File: config.mk
export PLATFORM = sky130hd
export DESIGN_NAME = dpm_probe_ctrl
export DESIGN_NICKNAME = d
export VERILOG_FILES = /design/src/verilog/dpm_pkg.sv /design/src/verilog/dpm_probe_ctrl.sv
export SDC_FILE = /design/constraint.sdc
export NUM_CORES = 1
export LEC_CHECK = 0
export BUFFER_PORTS_ARGS = -buffer_cell sky130_fd_sc_hd__buf_2
export CAP_MARGIN = 5
export CORE_AREA = 4 4 89 124
export DETAILED_ROUTE_END_ITERATION = 16
export DIE_AREA = 0 0 93 128
export GPL_ROUTABILITY_DRIVEN = 0
export PLACE_DENSITY = 0.75
export RECOVER_POWER = 25
export SLEW_MARGIN = 30
export SYNTH_ARGS = -nofsm -noshare
export SYNTH_HDL_FRONTEND = slang
export SYNTH_SLANG_ARGS = --single-unit
File: constraint.sdc
create_clock -name mclk -period 2.3 [get_ports mclk]
set_clock_uncertainty 0.1 [all_clocks]
set_input_delay 0.23 -clock mclk [delete_from_list [all_inputs] [get_ports mclk]]
set_output_delay 0.23 -clock mclk [all_outputs]
set_load 0.05 [all_outputs]
File: src/verilog/dpm_pkg.sv
// Package for the debug probe mode control block.
// Assumes a single 20 MHz clock and an APB register bus.
package dpm_pkg;

    // ==========================================================
    // Register map
    localparam logic [11:0] DPM_FEAT_OFFS   = 12'h120;  // Feature control
    localparam logic [11:0] DPM_STAT_OFFS   = 12'h124;  // Probe status
    localparam logic [11:0] DPM_FUSEM_OFFS  = 12'h128;  // Protected fuse mask
    localparam logic [7:0]  DPM_FEAT_RST    = 8'hff;
    localparam logic [7:0]  DPM_FEAT_ONES   = 8'hf8;    // Bits above 2 read one
    localparam logic [7:0]  DPM_FUSEM_RST   = 8'h03;    // Default clock fuses
    localparam int          DPM_BIT_FUSE    = 0;
    localparam int          DPM_BIT_LOW_POWER_SELECT    = 1;
    localparam int          DPM_BIT_EOFF    = 2;

    // ==========================================================
    // Timing
    localparam int          DPM_CLK_HZ      = 20_000_000;
    localparam int          DPM_ENUM_WAIT_S = 5;
    localparam int          DPM_ENUM_CYC    = DPM_ENUM_WAIT_S * DPM_CLK_HZ;
    localparam int          DPM_BOOT_MS     = 200;
    localparam int          DPM_BOOT_CYC    = DPM_BOOT_MS * (DPM_CLK_HZ / 1000);
    localparam int          DPM_BLINK_MS    = 50;
    localparam int          DPM_BLINK_CYC   = DPM_BLINK_MS * (DPM_CLK_HZ / 1000);
    // Half periods of the clock output in mclk cycles (20 MHz base)
    localparam logic [3:0]  DPM_HALF_1MHZ   = 4'ha;
    localparam logic [3:0]  DPM_HALF_8MHZ   = 4'h1;
    localparam logic [3:0]  DPM_HALF_16MHZ  = 4'h1;

    // ==========================================================
    // Types
    typedef enum logic [1:0] {DPM_BOOT, DPM_WAIT_ENUM, DPM_RUN, DPM_SLEEP} dpm_state_e;

    typedef struct packed {
        logic       eoff_n;   // 1: normal, 0: extended off allowed
        logic       low_power_select_n;   // 1: default clock, 0: forced 1 MHz
        logic       fuse_prot;
    } dpm_feat_s;

    typedef struct packed {
        logic       valid;
        logic [7:0] fuse_idx;
    } dpm_fuse_req_s;
endpackage

File: src/verilog/dpm_probe_ctrl.sv
// Mode control of an on-board debug probe: feature register, sleep,
// clock output, UART gating, status LED and fuse-write filter.
// Assumes APB from a local controller and USB/target engines outside.
`timescale 1ns/10ps

module dpm_probe_ctrl
    import dpm_pkg::*;
#(
    parameter int ENUM_CYC = dpm_pkg::DPM_ENUM_CYC,
    parameter int BOOT_CYC = dpm_pkg::DPM_BOOT_CYC
)
(
    // Clock and reset
    input  wire logic                    mclk,
    input  wire logic                    rst_b,
    // APB slave
    input  wire logic                    psel,
    input  wire logic                    penable,
    input  wire logic                    pwrite,
    input  wire logic [11:0]             paddr,
    input  wire logic [31:0]             pwdata,
    output logic      [31:0]             prdata,
    output logic                         pready,
    output logic                         pslverr,
    // USB side
    input  wire logic                    usb_enumerated,
    input  wire logic                    host_dtr,
    output logic      [1:0]              usb_func_en,
    // Supply sense: 1 for 5.0V, 0 for 3.3V
    input  wire logic                    supply_5v0,
    // Target engine activity and fuse requests
    input  wire logic                    tgt_activity,
    input  wire dpm_pkg::dpm_fuse_req_s  fuse_req,
    output logic                         fuse_accept,
    output logic                         fuse_reject,
    output logic                         tgt_prog_en,
    // Target UART pins
    input  wire logic                    uart_tx_int,
    output logic                         uart_txd,
    output logic                         uart_tx_oe,
    // Clock output and LED
    output logic                         clk_out,
    output logic                         led_on,
    output logic                         deep_sleep
);
    import dpm_pkg::*;

    // ==========================================================
    // Register bus
    logic [2:0]  feat_q, feat_d;
    logic [7:0]  fusem_q, fusem_d;
    logic [31:0] prdata_d;
    logic        pslverr_d;
    logic        wr_acc;
    dpm_state_e  st_q, st_d;
    dpm_feat_s   feat;

    // Match of a bus address against one register offset
    function automatic logic addr_hit(input logic [11:0] a, input logic [11:0] offs);
        addr_hit = (a == offs);
    endfunction

    // Write strobe and field view of the feature bits
    assign wr_acc = psel && penable && pwrite;
    assign feat   = dpm_feat_s'(feat_q);

    // Next register values and read data
    always_comb
    begin
        feat_d    = feat_q;
        fusem_d   = fusem_q;
        prdata_d  = prdata;
        pslverr_d = 1'b0;
        // Writes land at the access edge; unused bits of the word drop away
        if (wr_acc && addr_hit(paddr, DPM_FEAT_OFFS))
            feat_d = pwdata[2:0];
        if (wr_acc && addr_hit(paddr, DPM_FUSEM_OFFS))
            fusem_d = pwdata[7:0];
        if (psel && !penable)
        begin
            prdata_d = 32'h0;
            if (addr_hit(paddr, DPM_FEAT_OFFS))
                prdata_d = {24'h0, DPM_FEAT_ONES | {5'h0, feat_q}};
            // Status word: sleep, programming usable, UART driven, enumerated
            else if (addr_hit(paddr, DPM_STAT_OFFS))
                prdata_d = {28'h0, deep_sleep, tgt_prog_en, uart_tx_oe, usb_enumerated};
            else if (addr_hit(paddr, DPM_FUSEM_OFFS))
                prdata_d = {24'h0, fusem_q};
        end
        if (psel && !penable && !addr_hit(paddr, DPM_FEAT_OFFS)
            && !addr_hit(paddr, DPM_STAT_OFFS) && !addr_hit(paddr, DPM_FUSEM_OFFS))
            pslverr_d = 1'b1;
        else if (psel && penable)
            pslverr_d = pslverr;
    end

    // Register flops; pready rises at the first edge out of reset and then
    // stays high, so every access phase lasts one cycle
    always_ff @(posedge mclk or negedge rst_b)
    begin
        if (!rst_b)
        begin
            feat_q  <= DPM_FEAT_RST[2:0];
            fusem_q <= DPM_FUSEM_RST;
            prdata  <= 32'h0;
            pslverr <= 1'b0;
            pready  <= 1'b0;
        end
        else
        begin
            feat_q  <= feat_d;
            fusem_q <= fusem_d;
            prdata  <= prdata_d;
            pslverr <= pslverr_d;
            pready  <= 1'b1;
        end
    end

    // ==========================================================
    // Power state: boot, wait for enumeration, run or sleep
    // Wide enough for the five second deadline at the full clock rate
    logic [26:0] tmr_q, tmr_d;

    // Boot timer runs on into the enumeration wait, so the sleep deadline
    // counts from power-up, not from the end of boot
    always_comb
    begin
        st_d  = st_q;
        tmr_d = tmr_q;
        case (st_q)
            DPM_BOOT:
            begin
                tmr_d = tmr_q + 27'h1;
                if (tmr_q >= 27'(BOOT_CYC - 1))
                    st_d = DPM_WAIT_ENUM;
            end
            DPM_WAIT_ENUM:
            begin
                tmr_d = tmr_q + 27'h1;
                // Enumeration, or extended off not chosen, lets the probe run
                if (usb_enumerated || feat.eoff_n)
                    st_d = DPM_RUN;
                else if (tmr_q >= 27'(ENUM_CYC - 1))
                    st_d = DPM_SLEEP;
            end
            DPM_RUN:     st_d = DPM_RUN;
            DPM_SLEEP:   st_d = DPM_SLEEP;
            default:     st_d = DPM_BOOT;
        endcase
    end

    // Power state flops
    always_ff @(posedge mclk or negedge rst_b)
    begin
        if (!rst_b)
        begin
            st_q  <= DPM_BOOT;
            tmr_q <= 27'h0;
        end
        else
        begin
            st_q  <= st_d;
            tmr_q <= tmr_d;
        end
    end

    // ==========================================================
    // Clock output divider
    logic [3:0] div_q, div_d;
    logic [3:0] half;
    logic       clk_d;
    logic       sleeping;

    // Deep sleep is final until the next reset
    assign sleeping = (st_q == DPM_SLEEP);

    // Select half period from mode and supply; 8 and 16 MHz are no whole
    // division of the 20 MHz base, so both supplies take the fastest one
    // that the single clock can make
    always_comb
    begin
        if (!feat.low_power_select_n)
            half = DPM_HALF_1MHZ;
        else if (supply_5v0)
            half = DPM_HALF_16MHZ;
        else
            half = DPM_HALF_8MHZ;
        div_d = div_q + 4'h1;
        clk_d = clk_out;
        if (sleeping)
        begin
            div_d = 4'h0;
            clk_d = 1'b0;
        end
        else if (div_q >= half - 4'h1)
        begin
            div_d = 4'h0;
            clk_d = !clk_out;
        end
    end

    // Divider and clock output flops
    always_ff @(posedge mclk or negedge rst_b)
    begin
        if (!rst_b)
        begin
            div_q   <= 4'h0;
            clk_out <= 1'b0;
        end
        else
        begin
            div_q   <= div_d;
            clk_out <= clk_d;
        end
    end

    // ==========================================================
    // Functions, UART gating, fuse filter, LED
    logic [1:0]  func_d;
    logic        uoe_d, utx_d, prog_d, acc_d, rej_d, led_d;
    logic [20:0] blink_q, blink_d;

    // True when the mask protects this fuse; indices past the mask never are
    function automatic logic fuse_guarded(input logic [7:0] idx, input logic [7:0] mask);
        fuse_guarded = 1'b0;
        if (idx < 8'($bits(mask)))
            fuse_guarded = mask[idx[2:0]];
    endfunction

    // Next values of the mode outputs
    always_comb
    begin
        func_d = sleeping ? 2'b00 : 2'b11;
        uoe_d  = host_dtr && !sleeping;
        // The UART pin carries host data only while driven
        utx_d  = uoe_d ? uart_tx_int : 1'b0;
        prog_d = !sleeping && feat.low_power_select_n;
        acc_d  = 1'b0;
        rej_d  = 1'b0;
        if (fuse_req.valid && prog_d)
        begin
            if (feat.fuse_prot && fuse_guarded(fuse_req.fuse_idx, fusem_q))
                rej_d = 1'b1;
            else
                acc_d = 1'b1;
        end
        // With programming unusable every fuse request is turned away
        else if (fuse_req.valid)
            rej_d = 1'b1;
        // Blink counter runs free; the LED shows its first half while busy
        blink_d = blink_q + 21'h1;
        if (blink_q >= 21'(2 * DPM_BLINK_CYC - 1))
            blink_d = 21'h0;
        if (st_q == DPM_BOOT)
            led_d = 1'b1;
        else if (tgt_activity && prog_d)
            led_d = (blink_q < 21'(DPM_BLINK_CYC));
        else
            led_d = 1'b0;
    end

    // Mode output flops
    always_ff @(posedge mclk or negedge rst_b)
    begin
        if (!rst_b)
        begin
            usb_func_en <= 2'b00;
            uart_tx_oe  <= 1'b0;
            uart_txd    <= 1'b0;
            tgt_prog_en <= 1'b0;
            fuse_accept <= 1'b0;
            fuse_reject <= 1'b0;
            blink_q     <= 21'h0;
            led_on      <= 1'b0;
            deep_sleep  <= 1'b0;
        end
        else
        begin
            usb_func_en <= func_d;
            uart_tx_oe  <= uoe_d;
            uart_txd    <= utx_d;
            tgt_prog_en <= prog_d;
            fuse_accept <= acc_d;
            fuse_reject <= rej_d;
            blink_q     <= blink_d;
            led_on      <= led_d;
            deep_sleep  <= sleeping;
        end
    end
endmodule

==> impl_summary.md <==
Outcome
The run finished with clean final reports.

Routing
The routed via count is 3278. The total detailed-routing wirelength is 9180 um. Using the TritonRoute via totals, the vias-per-cell ratio works out to 5.42. The residual antenna-violating net count after detailed routing is 0. The detail-routed net length per standard cell is 15.2 um. The first routing iteration left 185 violations. For this run, design rule violations remaining after detail routing come to 0.

For this run, the detailed router's first-pass iteration total came to 4.

Setup path
The reg-to-reg endpoint is clk_out. The setup check on the worst reg-to-reg path leaves a slack of 200 ps. The endpoint type of the worst setup path is a flip-flop. The arrival time of data at the critical path endpoint is 2230 ps. In this run the critical register-to-register path is launched from feat[1].

Along the worst path, the maximum fanout reaches 5. STA puts the critical path data required time at 2430 ps. The cell count of the worst reg-to-reg path is 6. STA classifies the critical path startpoint as a flip-flop.

The worst setup path is of the reg -> reg kind.

Global routing
The pin count of the biggest net entering global routing is 46. The initial antenna violation count was 0. For this run the aggregate overflow at the end of global routing stands at 0. The overall routing resource usage is 16.1%. The first global-routing pass estimated 15300 um of wire. The via count of the first global-routing pass is 3237.

Pwr
Of the total power, combinational logic draws 10.1%. The worst-case IR drop observed on VDD is 0.000338 V. The sequential group share of total power is 43.6%.

In this run, the clock network consumes 46.4% of the power. The switching part of the total is 24.8%. The net switching component of the power is 0.889 mW. The analysis attributes to cell leakage a power of 2.40 nW. The internal power contribution is 2.70 mW. For this design the ratio of total power to cell area is 709 nW/um^2. After layout, the design draws a total of 3.59 mW.

Floorplan
The core region is 9900 um^2. The area of the die is 11900 um^2. After floorplanning, the core was divided into 43 placement rows. For this configuration, the core starts out at a cell density of 44.2%.

The die extent in x is 93 um. The vertical die dimension is 128 um. The number of top-level pins is 107.

Clock network
In this run the post-CTS setup repair buffer count came out at 0. The insertion delay to the later sink of the worst-skew pair is 340 ps. The library cell used as clock root buffer is clkbuf_16. The depth of the CTS H-tree is 3. The clock tree from TritonCTS is done.

For this design, the sink count on the clock tree is 84. Gates resized during post-CTS repair numbered 0. Clock-pin slew was measured on the worst setup and hold paths at 60 ps. In this run, CTS created clock tree buffers numbering 9. The clock passes through at most 2 buffers.

Logic synthesis
The number of warnings printed during yosys synthesis is 0. Synthesis handed over a netlist of 407 instances. By area the synthesized netlist is led by dfrtp_1 45%, buf_4 4.8%, xor2_1 4.2%, xnor2_1 4.0%, dfstp_2 3.0%. The area share of fa/ha/maj cells after synthesis is 1.43%.

Sequential cells were found to cover 48.2% of the synthesized design area. The share of flip-flops with an asynchronous set or reset is 100%. The portion of synthesized cell area occupied by the leading cell type is 45.2%. In this run, synthesis produced a sequential element count of 84.

The synthesized-area fraction occupied by xor and xnor cells is 8.21%. Counting flops with a built-in enable in the synthesized netlist gives 0. The largest family of logic cells by synthesized area is simple AND/OR/NAND/NOR gates. Of the total synthesized cell area, the portion taken by AND, OR, NAND and NOR gates is 21.4%. The multiplexer fraction of the synthesized cell area is 5.75%. In the synthesized netlist the dominant register cell turns out to be dfrtp_1. The unique cell type count in the Yosys netlist is 57. The synthesized-area fraction occupied by ao, oa, aoi and oai cells is 7.76%. The synthesized netlist occupies a cell area of 4370 um^2. The dominant cell type by area after synthesis is dfrtp_1. The synthesized area per cell is 10.7 um^2.

Place
Timing analysis after detailed placement gives a worst setup slack of 199 ps. During placement, the flow inserted port buffers numbering 57. Once placement completed, the tool counted placed cells totaling 588.

The post-place instance area is 4710 um^2. Once detailed placement completed, the half-perimeter wirelength came to 6770 um.

Timing
The number of max-slew violations in the final report was 0. The final setup slack of the worst path is 195 ps. The worst hold slack is 14.1 ps. The minimum clock period after layout is 2100 ps. Measured against its own limit, the worst slew margin works out to 32.2%.

Setup violations remaining at the end of the flow were counted as 0. The maximum operating frequency is 475 MHz. Setup total negative slack on the finished layout was measured at 0 ps. After layout, the worst path uses 91.5% of the clock period. The number of failing hold endpoints at the final stage was 0. The worst-margin pin slew is 1020 ps. Setup repair after global routing left no endpoint under its margin.

Layout
The fraction of final layout cells sized beyond drive strength 1 is 23.2%. The final antenna diode count is 0. The count of placed standard cells in the final layout, fillers left out is 605. The final cell area excluding filler cells is 5060 um^2. The number of nets at the end of the flow is 533.

The area growth from synthesis to layout is 15.7%. The fraction of the core area covered by cells at the end of the flow is 51.1%.

Job
The max capacitance violation total is 0.

Hold path
The path class of the tightest hold or removal check is in -> reg. The cell depth of the worst hold path is 2. The sink of the worst hold path is uart_tx_oe.

The start point of the worst min-delay path is host_dtr.
## final cells by class
| type | instances | area (um^2) |
|---|---|---|
| Clock buffer | 9 | 225 |
| Clock inverter | 7 | 121 |
| Fill cell | 916 | 4840 |
| Inverter | 10 | 37.5 |
| Multi-Input combinational cell | 295 | 2040 |
| Sequential cell | 84 | 2110 |
| Tap cell | 135 | 169 |
| Timing Repair Buffer | 65 | 357 |
## power by group through the flow
stage,combinational [mW],clock [mW],sequential (mW)
global placement,0.357,0,1.59
detailed placement,0.364,0,1.59
floorplan,0.236,0,1.63
CTS,0.369,1.69,1.56
finish,0.362,1.66,1.56
global route,0.399,1.77,1.57
## worst max-delay path by stage
stage / startpoint / endpoint / slack (ps) / cells past startpoint
after global placement: feat[1] / clk_out / 240 / 6
after detailed placement: feat[1] / clk_out / 200 / 6
after CTS: feat[1] / clk_out / 170 / 6
after floorplan: feat[1] / clk_out / 350 / 6
after global routing: feat[1] / div_q[3] / 40 / 6
final: feat[1] / clk_out / 200 / 6
## critical path, cell delays in order (launching register included)
cell,delay (ps)
dfstp_2,580
inv_1,70
ha_1,280
or4b_1,470
a21oi_1,280
xor2_1,170
nor2_1,50
## logic make-up (layout without fill, tap and decap cells)
kind of cell             after synthesis  in the layout
AO/OA/AOI/OAI                         49             49
XOR/XNOR                              41             41
adder cells (fa/ha/maj)                5              5
buffers and inverters                 51             91
flip-flops                            84             84
multiplexers                          18             18
other                                  2             25
AND/OR/NAND/NOR                      157            157
## state kept, by name (all words and copies together) (netlist names), 2 cells and up
signal	count
blink_q	21
div_q	4
tmr_q	27
fusem_q	8
st_q	2
feat	3
prdata	8
## cells in the mapped netlist, drive strengths merged, types with 2 or more instances
cell,number
dfstp,5
clkbuf,9
nor2b,6
buf,32
nor4,7
ha,5
nand3,17
xnor2,20
xor2,21
nand4,21
or3,8
dfrtp,79
mux4,2
and2,4
and4,4
mux2i,3
a211oi,4
and3,15
o21ai,10
nand4b,6
inv,10
a21oi,13
mux2,13
o31ai,7
nor3,14
nand2,25
conb,2
o41ai,5
nor2,23
o31a,2
## repair_timing
item / 4_1_cts / 5_1_grt
setup endpoints to repair: 0 / 0
hold buffers: 1 / 0
hold endpoints to repair: 39 / 0
## metal layers
layer	part of all wire (%)	vias to the layer above	global-route usage (%)
met3	5.2	15	4.40
met4	2.1	0	6.38
li1	-	1539	-
met5	0	-	0
met1	40	1632	18.4
met2	53	92	28.5
## cell usage in the layout (no fill, tap or decap), types with 3 or more instances in the layout
cell	n
conb_1	25
buf_4	5
xnor2_1	20
clkbuf_16	9
a21oi_1	13
nor4_1	6
inv_1	10
nor2b_1	6
and3_1	14
o21ai_0	10
nand4_1	19
o31ai_1	7
buf_2	56
dfstp_2	5
nor2_1	23
and2_1	4
nand3_1	17
dfrtp_1	79
or3_1	8
mux2_1	3
mux2i_1	3
ha_1	5
bufinv_16	3
nand4b_1	6
nand2_1	25
xor2_1	21
mux2_4	8
nor3_1	11
o41ai_1	5
No activity file was read; power rests on OpenSTA's default activity.
